[src/xpf_pkg.sv]
// Shared types, constants and selection functions for the FIFO clock select
package xpf_pkg;

    // Phase compensation FIFO geometry and initial fill level
    localparam int XPF_DATA_W     = 10;
    localparam int XPF_FIFO_DEPTH = 4;
    localparam int XPF_FILL_LEVEL = 2;

    // Number of clock sources and FIFO indices
    localparam int XPF_NSRC   = 5;
    localparam int XPF_IX_TX  = 0;
    localparam int XPF_IX_RX  = 1;

    // Clock sources, code equals bit index in the tick vector
    typedef enum logic [2:0] {
        XPF_SRC_TXLS  = 3'h0,  // Per-channel transmit clock output
        XPF_SRC_RXLS  = 3'h1,  // Per-channel recovered clock output
        XPF_SRC_CORE  = 3'h2,  // Shared bonded clock output
        XPF_SRC_TXUSR = 3'h3,  // User transmit clock input
        XPF_SRC_RXUSR = 3'h4   // User receive clock input
    } xpf_src_t;

    // Channel configuration
    typedef struct packed {
        logic duplex;      // Channel is transmitter and receiver
        logic bonded;      // Channel is part of a bonded group
        logic rate_match;  // Rate match FIFO in use
        logic tx_user_en;  // User transmit clock input enabled
        logic rx_user_en;  // User receive clock input enabled
    } xpf_cfg_t;

    // Clock source pins, bit order matches xpf_src_t codes
    typedef struct packed {
        logic rx_user;
        logic tx_user;
        logic core;
        logic rx_ls;
        logic tx_ls;
    } xpf_clk_t;

    // Rate match only counts on a duplex channel
    function automatic logic xpf_rm(input xpf_cfg_t c);
        return c.rate_match & c.duplex;
    endfunction

    // Transmit FIFO read side: the channel's own or the bonded clock
    function automatic xpf_src_t xpf_tx_rd(input xpf_cfg_t c);
        return c.bonded ? XPF_SRC_CORE : XPF_SRC_TXLS;
    endfunction

    // Transmit FIFO write side
    function automatic xpf_src_t xpf_tx_wr(input xpf_cfg_t c);
        return c.tx_user_en ? XPF_SRC_TXUSR : xpf_tx_rd(c);
    endfunction

    // Receive FIFO write side
    function automatic xpf_src_t xpf_rx_wr(input xpf_cfg_t c);
        if (!xpf_rm(c))
            return XPF_SRC_RXLS;
        return c.bonded ? XPF_SRC_CORE : XPF_SRC_TXLS;
    endfunction

    // Receive FIFO read side
    function automatic xpf_src_t xpf_rx_rd(input xpf_cfg_t c);
        return c.rx_user_en ? XPF_SRC_RXUSR : xpf_rx_wr(c);
    endfunction

    // Tick of a chosen source
    function automatic logic xpf_pick(input logic [XPF_NSRC-1:0] t,
                                      input xpf_src_t s);
        return t[s];
    endfunction

endpackage

[src/xpf_phase_fifo_clock_select.sv]
// Clock selection and phase compensation FIFOs between PCS and fabric
module xpf_phase_fifo_clock_select
    import xpf_pkg::*;
#(
    parameter int DATA_W = XPF_DATA_W,
    parameter int DEPTH  = XPF_FIFO_DEPTH,
    parameter int FILL   = XPF_FILL_LEVEL
) (
    // Clock, reset and enable
    input  wire logic              mclk,
    input  wire logic              reset_n,
    input  wire logic              clk_en,
    // Configuration from same-clock logic
    input  wire xpf_cfg_t          cfg,
    // Clock source pins
    input  wire xpf_clk_t          clk_pins,
    // Fabric transmit side
    input  wire logic [DATA_W-1:0] tx_data,
    output logic                   tx_wr_tick,
    // PCS transmit side
    output logic [DATA_W-1:0]      tx_pcs_data,
    output logic                   tx_pcs_valid,
    // PCS receive side
    input  wire logic [DATA_W-1:0] rx_pcs_data,
    // Fabric receive side
    output logic [DATA_W-1:0]      rx_data,
    output logic                   rx_valid,
    output logic                   rx_rd_tick,
    // Selection and error status
    output xpf_src_t               tx_wr_sel_q,
    output xpf_src_t               rx_rd_sel_q,
    output logic [1:0]             ovf_q,
    output logic [1:0]             unf_q
);

    localparam int AW = (DEPTH > 1) ? $clog2(DEPTH) : 1;
    localparam int CW = $clog2(DEPTH + 1);

    logic [XPF_NSRC-1:0] s1_q;
    logic [XPF_NSRC-1:0] s2_q;
    logic [XPF_NSRC-1:0] s3_q;
    logic [XPF_NSRC-1:0] stab_q;
    logic [XPF_NSRC-1:0] tick;
    logic [1:0]          wr_tick;
    logic [1:0]          rd_tick;
    logic [DATA_W-1:0]   wdata [2];
    logic [DATA_W-1:0]   rdata_q [2];
    logic [1:0]          rvalid_q;
    logic [CW-1:0]       cnt_q [2];

    // Three-stage synchronisers on the clock source pins
    always_ff @(posedge mclk or negedge reset_n) begin
        if (!reset_n) begin
            s1_q <= '0;
            s2_q <= '0;
            s3_q <= '0;
        end else if (clk_en) begin
            s1_q <= clk_pins;
            s2_q <= s1_q;
            s3_q <= s2_q;
        end
    end

    // Stable level, updated once the last two stages agree
    always_ff @(posedge mclk or negedge reset_n) begin
        if (!reset_n) begin
            stab_q <= '0;
        end else if (clk_en) begin
            stab_q <= (s3_q & ~(s2_q ^ s3_q)) | (stab_q & (s2_q ^ s3_q));
        end
    end

    // Rising edge of each source once confirmed
    assign tick = s2_q & s3_q & ~stab_q & {XPF_NSRC{clk_en}};

    assign wr_tick[XPF_IX_TX] = xpf_pick(tick, xpf_tx_wr(cfg));
    assign rd_tick[XPF_IX_TX] = xpf_pick(tick, xpf_tx_rd(cfg));
    // receive side follows rate match and bonding
    assign wr_tick[XPF_IX_RX] = xpf_pick(tick, xpf_rx_wr(cfg));
    assign rd_tick[XPF_IX_RX] = xpf_pick(tick, xpf_rx_rd(cfg));

    // data sampling: fabric data taken on TX write tick
    assign wdata[XPF_IX_TX] = tx_data;
    assign wdata[XPF_IX_RX] = rx_pcs_data;
    assign tx_wr_tick = wr_tick[XPF_IX_TX];
    assign rx_rd_tick = rd_tick[XPF_IX_RX];

    // Selections shown to the outside
    always_ff @(posedge mclk or negedge reset_n) begin
        if (!reset_n) begin
            tx_wr_sel_q <= XPF_SRC_TXLS;
            rx_rd_sel_q <= XPF_SRC_RXLS;
        end else if (clk_en) begin
            tx_wr_sel_q <= xpf_tx_wr(cfg);
            rx_rd_sel_q <= xpf_rx_rd(cfg);
        end
    end

    // One phase compensation FIFO per direction
    for (genvar f = 0; f < 2; f++) begin : g_fifo
        logic [DATA_W-1:0] mem [DEPTH];
        logic [AW-1:0]     wptr_q;
        logic [AW-1:0]     rptr_q;
        logic              primed_q;
        logic              do_wr;
        logic              do_rd;

        // gating: write while room, read once primed
        assign do_wr = wr_tick[f] && (cnt_q[f] != CW'(DEPTH));
        assign do_rd = rd_tick[f] && primed_q && (cnt_q[f] != '0);

        // Storage
        always_ff @(posedge mclk) begin
            if (clk_en && do_wr) begin
                mem[wptr_q] <= wdata[f];
            end
        end

        // Pointers and fill count
        always_ff @(posedge mclk or negedge reset_n) begin
            if (!reset_n) begin
                wptr_q   <= '0;
                rptr_q   <= '0;
                cnt_q[f] <= '0;
            end else if (clk_en) begin
                if (do_wr) begin
                    wptr_q <= (wptr_q == AW'(DEPTH - 1)) ? '0 : wptr_q + 1'b1;
                end
                if (do_rd) begin
                    rptr_q <= (rptr_q == AW'(DEPTH - 1)) ? '0 : rptr_q + 1'b1;
                end
                cnt_q[f] <= cnt_q[f] + CW'(do_wr) - CW'(do_rd);
            end
        end

        // initial fill: reads held until fill level reached
        always_ff @(posedge mclk or negedge reset_n) begin
            if (!reset_n) begin
                primed_q <= 1'b0;
            end else if (clk_en && cnt_q[f] >= CW'(FILL)) begin
                primed_q <= 1'b1;
            end
        end

        // read data registered on the read clock tick
        always_ff @(posedge mclk or negedge reset_n) begin
            if (!reset_n) begin
                rdata_q[f]  <= '0;
                rvalid_q[f] <= 1'b0;
            end else if (clk_en) begin
                rvalid_q[f] <= do_rd;
                if (do_rd) begin
                    rdata_q[f] <= mem[rptr_q];
                end
            end
        end

        // errors: sticky slip flags, cleared only by reset
        always_ff @(posedge mclk or negedge reset_n) begin
            if (!reset_n) begin
                ovf_q[f] <= 1'b0;
                unf_q[f] <= 1'b0;
            end else if (clk_en) begin
                if (wr_tick[f] && cnt_q[f] == CW'(DEPTH) && !rd_tick[f]) begin
                    ovf_q[f] <= 1'b1;
                end
                if (rd_tick[f] && primed_q && cnt_q[f] == '0) begin
                    unf_q[f] <= 1'b1;
                end
            end
        end

        fill_bound_a: assert property (@(posedge mclk)
            disable iff (!reset_n) cnt_q[f] <= CW'(DEPTH))
            else $error("fifo count exceeds depth");

        // check: empty primed read raises underflow next cycle
        empty_read_a: assert property (@(posedge mclk)
            disable iff (!reset_n)
            (clk_en && rd_tick[f] && primed_q && cnt_q[f] == '0)
            |=> unf_q[f] && !rvalid_q[f])
            else $error("empty read not flagged");
    end

    // Outputs toward PCS and fabric
    assign tx_pcs_data  = rdata_q[XPF_IX_TX];
    assign tx_pcs_valid = rvalid_q[XPF_IX_TX];
    assign rx_data      = rdata_q[XPF_IX_RX];
    assign rx_valid     = rvalid_q[XPF_IX_RX];

    // check: non-bonded auto TX write on transmit clock
    tx_wr_nb_a: assert property (@(posedge mclk) disable iff (!reset_n)
        (!cfg.bonded && !cfg.tx_user_en) |-> tx_wr_tick == tick[XPF_SRC_TXLS])
        else $error("tx write clock not transmit clock output");

    // check: bonded auto TX write on shared clock
    tx_wr_bond_a: assert property (@(posedge mclk) disable iff (!reset_n)
        (cfg.bonded && !cfg.tx_user_en) |-> tx_wr_tick == tick[XPF_SRC_CORE])
        else $error("tx write clock not bonded clock");

    // check: receive valid only after a read tick
    rx_on_read_a: assert property (@(posedge mclk) disable iff (!reset_n)
        (clk_en && rx_valid) |-> $past(rx_rd_tick))
        else $error("rx data without read tick");

    // check: user input enabled takes the read side
    rx_user_sel_a: assert property (@(posedge mclk)
        disable iff (!reset_n)
        (clk_en && cfg.rx_user_en) |=> rx_rd_sel_q == XPF_SRC_RXUSR)
        else $error("rx user clock not selected");

    // check: non-bonded rate match reads on transmit clock
    rx_rm_nb_a: assert property (@(posedge mclk) disable iff (!reset_n)
        (cfg.duplex && cfg.rate_match && !cfg.bonded && !cfg.rx_user_en)
        |-> rx_rd_tick == tick[XPF_SRC_TXLS])
        else $error("rx read not transmit clock");

    // check: no rate match reads on recovered clock
    rx_norm_a: assert property (@(posedge mclk) disable iff (!reset_n)
        (!cfg.rate_match && !cfg.rx_user_en)
        |-> rx_rd_tick == tick[XPF_SRC_RXLS])
        else $error("rx read not recovered clock");

    // check: bonded rate match reads on shared clock
    rx_rm_bond_a: assert property (@(posedge mclk) disable iff (!reset_n)
        (cfg.duplex && cfg.rate_match && cfg.bonded && !cfg.rx_user_en)
        |-> rx_rd_tick == tick[XPF_SRC_CORE])
        else $error("rx read not bonded clock");

    // check: simplex channel never uses rate match clocking
    rm_duplex_a: assert property (@(posedge mclk) disable iff (!reset_n)
        (clk_en && !cfg.duplex && !cfg.rx_user_en)
        |=> rx_rd_sel_q == XPF_SRC_RXLS)
        else $error("rate match clocking on simplex channel");

endmodule

[config.mk]
export PLATFORM = sky130hd
export DESIGN_NAME = xpf_phase_fifo_clock_select
export DESIGN_NICKNAME = d
export VERILOG_FILES = /design/src/xpf_pkg.sv /design/src/xpf_phase_fifo_clock_select.sv
export SDC_FILE = /design/constraint.sdc
export NUM_CORES = 1
export LEC_CHECK = 0
export BUFFER_PORTS_ARGS = -buffer_cell sky130_fd_sc_hd__buf_2
export CAP_MARGIN = 15
export CORE_ASPECT_RATIO = 0.9
export CORE_UTILIZATION = 62
export CTS_CLUSTER_SIZE = 40
export DETAILED_ROUTE_END_ITERATION = 8
export PLACE_DENSITY = 0.94
export SLEW_MARGIN = 30
export SYNTH_ARGS = -nofsm -noshare
export SYNTH_HDL_FRONTEND = slang
export SYNTH_SLANG_ARGS = --single-unit
[constraint.sdc]
create_clock -name mclk -period 6.2 [get_ports mclk]
set_input_delay 1.24 -clock mclk [delete_from_list [all_inputs] [get_ports mclk]]
set_output_delay 1.24 -clock mclk [all_outputs]
set_load 0.01 [all_outputs]
==> impl_results.md, run 1 <==
- Synth Warn #: 0
- Routed length per placed instance: 20.1 µm
- Avg Inst Size Synth: 17.4 µm²
- Post-synthesis adder-cell area fraction: 0.0480
- Io pins: 67
- Setup crit end kind: output port
- H-Tree Depth: 4
- Worst slew margin: 0.427
- Max Slew Vio Count: 0
- Largest net degree at the start of global routing: 68
- CTS Hold Bufs: 0
- Final setup TNS: 0 ns
- Cell repeated most along the worst path: buf_2
- Number of antenna diodes: 0
- Worst setup margin: 2.27 ns
- Post-Synth Simple-Gate Area: 0.0463
- Post-CTS setup buffer count: 0
- Crit Path Category: in -> out
- Via density: 5.82
- Most frequent cells after synthesis: edfxtp_1, dfrtp_1, mux2_2, ha_1, mux4_2
- Total Power: 0.00304 W
- Share of power burned in registers: 0.464
- Critical Path AT: 2.69 ns
- Layout Skew: 0.0132 ns
- Final WL: 11.2 mm
- Number of remaining DRC errors: 0
- Post-Syn Instances: 347
- Post-DRT Antenna Nets: 0
- Yosys cell types: 42
- Clk sink count: 147
- Clock Tree Root: clkbuf_8
- PwrDens: 432 nW/µm²
- Port Buffers: 65
- Most common cell in the netlist: edfxtp_1
- Post-DP HPWL: 6.87 mm
- Final hold vios: 0
- Psw: 0.000915 W
- Internal: 0.00212 W
- TritonCTS Buffers: 17
- Max incr delay on CP: 0.65 ns
- Final setup fails: 0
- Ratio of cells with drive above 1 in the final layout: 0.399
- Vias: 3237
- First-pass GRT wire length: 17.5 mm
- Area share of the largest cell type after synthesis: 0.397
- Peak supply drop: 272 µV
- Placeable Area: 9290 µm²
- Placer Congestion: 0.741
- Starting density of the core: 0.652
- Least-Margin Pin Slew: 0.859 ns
- Status: finished, final reports clean
- Drt first pass iters: 4
- TritonCTS clock tree: done
- Initial DRC count: 139
- Syn_nets: 402
- Post-synth top area cell: edfxtp_1
- Xor and xnor fraction of the mapped netlist area: 0.00434
- Tmin final: 3.93 ns
- Multiplexer share of the synthesized area: 0.166
- Hold_ws: 0.476 ns
- Post_cts resized: 0
- Crit start category: primary input
- Reg clk slew, reported paths: 0.06 ns
- Number of max-cap violations: 0
- Initial antenna violation count: 0
- Gr ovfl total: 0
- Sw Share: 0.301
- DP Worst Slack: 1.86 ns
- WP data required: 4.96 ns
- Clock Power Share: 0.303
- Number of global-route vias before repair: 3382
- Logic pwr share: 0.233
- Yosys reg bits: 147
- Final net count: 476
- Cells along the critical path: buf_2 > and4b_1 > o21bai_2 > nand3_1 > buf_2
- Clock latency on the worst-skew pair: 0.53 ns
- Asr flop ratio synth: 0.456
- Max FO, Critical Path: 45
- Leak: 2.89 nW
- Number of synthesized flops with an enable pin: 80
- Fmax achieved: 255 MHz
- Die X: 106 µm
- Clock Path Buffers: 2
- Die area: 10200 µm²
- RSZ-0062 raised after global routing: false
- Die Span Y: 95.7 µm
- Min-delay worst type: reg -> reg
- Synth top area cells: edfxtp_1, dfrtp_1, mux2_2
- P&R area growth vs syn: 16.2%
- Site Rows: 33
- Crit share post-route: 0.634
- Largest family of logic cells by synthesized area: multiplexers
- Overall Global Routing Usage: 0.242
- Synth Flop Type: edfxtp_1
- Synth Area in Compound Gates: 0.0389
- Crit-path slowest cell: buf_2
- Mapped Area: 6050 µm²
- Sequential area share after synthesis: 0.674
-- flip-flops by register name, summed over array words and instances (netlist names), 3 cells and up, named ones only --
register,cells
g_fifo.wptr_q,4
g_fifo.mem,80
s2_q,5
g_fifo.rptr_q,4
rx_data,10
tx_pcs_data,10
rx_rd_sel_q,3
s3_q,5
s1_q,5
cnt_q,6
-- final cells by class --
class                      instances  area, µm²
sequential                       147       4080
fill                             523       2260
multi-input combinational        171       1850
clock buffer                      18        418
timing repair buffer              67        348
tap                              122        153
clock inverter                    14        119
inverter                          17       63.8
-- layout by cell type (no fill, tap or decap), drive strengths merged, types with 2 or more instances in the layout --
cell,Yosys,final
edfxtp,80,80
buf,5,67
dfrtp,66,66
mux2,47,47
inv,17,24
mux4,20,20
ha,20,20
clkbuf,7,18
nand2,11,11
nor2,9,9
o21ai,9,9
and2,8,8
nand3b,7,7
a21o,5,5
a21oi,5,5
clkinv,0,4
o31ai,3,3
clkinvlp,0,3
or2,3,3
nand4b,2,2
nand3,2,2
xnor2,2,2
a41o,2,2
fa,2,2
o21bai,2,2
-- power by group through the flow --
| stage | Clock (W) | Sequential [W] | Combinational, W |
|---|---|---|---|
| 3_5_place_dp | 0 | 0.00142 | 0.000691 |
| 6_report | 0.000921 | 0.00141 | 0.000708 |
| 4_1_cts | 0.000933 | 0.00141 | 0.000716 |
| 3_3_place_gp | 0 | 0.00141 | 0.000638 |
| 2_1_floorplan | 0 | 0.00137 | 0.000502 |
| 5_1_grt | 0.000968 | 0.00144 | 0.000777 |
-- per-layer routing --
metal / track usage / part of all wire / up-vias
met4: 0.119 / 0.020 / 0
met5: 0 / 0 / -
met3: 0.0630 / 0.044 / 19
met2: 0.407 / 0.52 / 91
li1: - / - / 1451
met1: 0.298 / 0.41 / 1676
-- path summary, 6_finish.rpt --
kind | start | end | slack (ns) | cells after the start
worst min register to register | ovf_q[1] | ovf_q[1] | 0.48 | 1
worst min-delay path | ovf_q[1] | ovf_q[1] | 0.48 | 1
worst max-delay path | clk_en | rx_rd_tick | 2.27 | 5
max in group asynchronous | reset_n | g_fifo[1].rptr_q[0] | 4.74 | 2
worst max register to register | s2_q[1] | cnt_q[2] | 3.23 | 10
min in group asynchronous | reset_n | rx_data[9] | 0.90 | 2
-- through the flow --
stage,area [µm²],utilization,std cells
CTS,7030,0.757,556
global placement,6470,0.697,523
global route,7030,0.757,556
floorplan,6050,-,347
detailed placement,6500,0.699,524
finish,7030,0.757,556
-- cell families (layout without fill, tap and decap cells) --
group           Yosys count  in the layout
flops                   147            147
mux                      67             67
simple gates             47             47
compound gates           31             31
buf+inv                  29            116
fa+ha+maj                22             22
xor+xnor                  3              3
other cells               1              1
-- critical path, delay by kind of cell --
| kind | cells | cell delay [ns] |
|---|---|---|
| buffers and inverters | 2 | 0.80 |
| AO/OA/AOI/OAI | 1 | 0.13 |
| AND/OR/NAND/NOR | 2 | 0.51 |
Note: power is estimated with default switching activity, not from simulation.
==> run 2: changes to the inputs <==
--- a/config.mk
+++ b/config.mk
@@ -8,10 +8,10 @@
 export BUFFER_PORTS_ARGS = -buffer_cell sky130_fd_sc_hd__buf_2
 export CAP_MARGIN = 15
 export CORE_ASPECT_RATIO = 0.9
-export CORE_UTILIZATION = 62
+export CORE_UTILIZATION = 58
 export CTS_CLUSTER_SIZE = 40
 export DETAILED_ROUTE_END_ITERATION = 8
-export PLACE_DENSITY = 0.94
+export PLACE_DENSITY = 0.89
 export SLEW_MARGIN = 30
 export SYNTH_ARGS = -nofsm -noshare
 export SYNTH_HDL_FRONTEND = slang
==> constraint.sdc (replaced) <==
create_clock -name mclk -period 3.8 [get_ports mclk]
set_input_delay 0.76 -clock mclk [delete_from_list [all_inputs] [get_ports mclk]]
set_output_delay 0.76 -clock mclk [all_outputs]
set_load 0.01 [all_outputs]
==> impl_results.md, run 2 (same netlist as run 1, synthesis figures left out) <==
- Status: finished, final reports clean
- Peak supply drop: 486 µV (+79%)
- Drt first pass iters: 5 (+1)
- Placeable Area: 9910 µm² (+6.7%)
- CTS Hold Bufs: 0 (unchanged)
- Layout Skew: 0.0177 ns (+0.00458 ns)
- Number of max-cap violations: 0 (unchanged)
- Clock latency on the worst-skew pair: 0.42 ns (-0.11 ns)
- Clock Path Buffers: 2 (unchanged)
- Io pins: 67 (unchanged)
- Via density: 5.65 (-3.0%)
- Reg with most FFs: g_fifo.mem
- TritonCTS Buffers: 17 (unchanged)
- R2R Setup Slk: 1.09 ns (-2.14 ns)
- Starting density of the core: 0.611 (-0.0409)
- RSZ-0062 raised after global routing: false
- Number of remaining DRC errors: 0 (unchanged)
- Final net count: 481 (+1.1%)
- Overall Global Routing Usage: 0.219 (-0.0231)
- Most common cell after layout, fill and taps aside: edfxtp_1
- Post_cts resized: 0 (unchanged)
- TritonCTS clock tree: done
- Most frequent cells in the layout: edfxtp_1, dfrtp_1, buf_2
- Clk sink count: 147 (unchanged)
- Initial antenna violation count: 0 (unchanged)
- Die X: 110 µm (+3.3%)
- Site Rows: 34 (+3.0%)
- Fmax achieved: 368 MHz
- Tmin final: 2.72 ns
- Post-DRT Antenna Nets: 0 (unchanged)
- Largest register FFs: 80 (unchanged)
- Die Span Y: 98.9 µm (+3.3%)
- Final setup TNS: 0 ns (unchanged)
- Crit Path Category: in -> reg
- Leak: 2.94 nW (+1.9%)
- H-Tree Depth: 4 (unchanged)
- Final hold vios: 0 (unchanged)
- Least-Margin Pin Slew: 0.731 ns (-0.128 ns)
- Ratio of cells with drive above 1 in the final layout: 0.405 (+0.00685)
- WP data required: 4.08 ns (-0.88 ns)
- Final setup fails: 0 (unchanged)
- Port Buffers: 65 (unchanged)
- Hold_ws: 0.351 ns (-0.125 ns)
- Vias: 3192 (-1.4%)
- Gr ovfl total: 0 (unchanged)
- Clock Tree Root: clkbuf_16
- First-pass GRT wire length: 17.1 mm (-2.1%)
- Setup crit end kind: register
- # fillers: 616 (+18%)
- Crit share post-route: 0.715
- Number of global-route vias before repair: 3507 (+3.7%)
- Critical Path AT: 2.99 ns (+0.30 ns)
- Max Slew Vio Count: 0 (unchanged)
- Initial DRC count: 135 (-2.9%)
- Crit start category: primary input
- Worst slew margin: 0.512 (+0.0853)
- Post-DP HPWL: 6.85 mm (-0.26%)
- Post-CTS setup buffer count: 0 (unchanged)
- Largest net degree at the start of global routing: 26 (-62%)
- Final WL: 10.5 mm (-6.2%)
- Reg clk slew, reported paths: 0.06 ns (about the same)
- Max FO, Critical Path: 7 (-84%)
- Final core utilization: 0.718 (-0.0394)
- PwrDens: 713 nW/µm² (+65%)
- Number of antenna diodes: 0 (unchanged)
- Die area: 10800 µm² (+6.8%)
- Min-delay worst type: in -> async
- Routed length per placed instance: 18.5 µm (-7.7%)
- Placer Congestion: 0.786 (+6.0%)
- P&R area growth vs syn: 17.5%
==> run 2: cell types whose count changed in the layout (fill, tap and decap cells not counted), sizes merged <==
cell,before,now
clkbuf,18,20
bufinv,0,2
buf,67,72
clkinvlp,3,1
inv,24,22
==> run 2: where the power goes <==
| part | internal [W] | switching, W |
|---|---|---|
| clock | 0.00100 | 0.000668 |
| sequential | 0.00198 | 0.000303 |
| combinational | 0.000651 | 0.000465 |
| total | 0.00364 | 0.00144 |
==> run 2: area by class of cell <==
cell class                      instances  area [µm²]  area share
Inverter                               17        63.8     0.00897
Multi-Input combinational cell        171        1840       0.259
Clock inverter                         12         145      0.0204
Clock buffer                           20         447      0.0628
Sequential cell                       147        4080       0.574
Timing Repair Buffer                   72         378      0.0531
Tap cell                              126         158      0.0222
==> run 2: worst paths after layout <==
check / to / startpoint / cells after the start
worst max-delay path: cnt_q[5] / cfg[3] / 12
worst min-delay path: rx_data[9] / reset_n / 1
worst max register to register: cnt_q[5] / s2_q[2] / 12
worst min register to register: unf_q[1] / unf_q[1] / 1
max in group asynchronous: unf_q[0] / reset_n / 2
min in group mclk: unf_q[1] / unf_q[1] / 1
==> run 2: metal layers <==
metal | share of wire | GRT usage | wire length [µm]
met1 | 0.43 | 0.263 | 4490
met2 | 0.54 | 0.377 | 5640
met3 | 0.024 | 0.0516 | 247
met4 | 0.0094 | 0.0964 | 99
met5 | 0 | 0 | 0
==> run 2: stage by stage <==
stage               setup slack (ns)  std cells  cell area [µm²]  total power (W)
floorplan                      0.745        347             6050          0.00306
global placement               0.783        533             6520          0.00335
detailed placement             0.635        533             6520          0.00344
CTS                             1.06        565             7110          0.00513
global route                   0.861        565             7110          0.00533
finish                          1.08        565             7110          0.00507
==> run 2: critical path, cell delays in order <==
cell      delay (ns)
buf_2           0.12
and4bb_2        0.34
o21bai_1        0.09
a21boi_1        0.45
inv_1           0.09
ha_1            0.29
inv_1           0.04
ha_1            0.18
fa_1            0.38
xnor2_1         0.13
nand2_1         0.06
o21ai_0         0.07
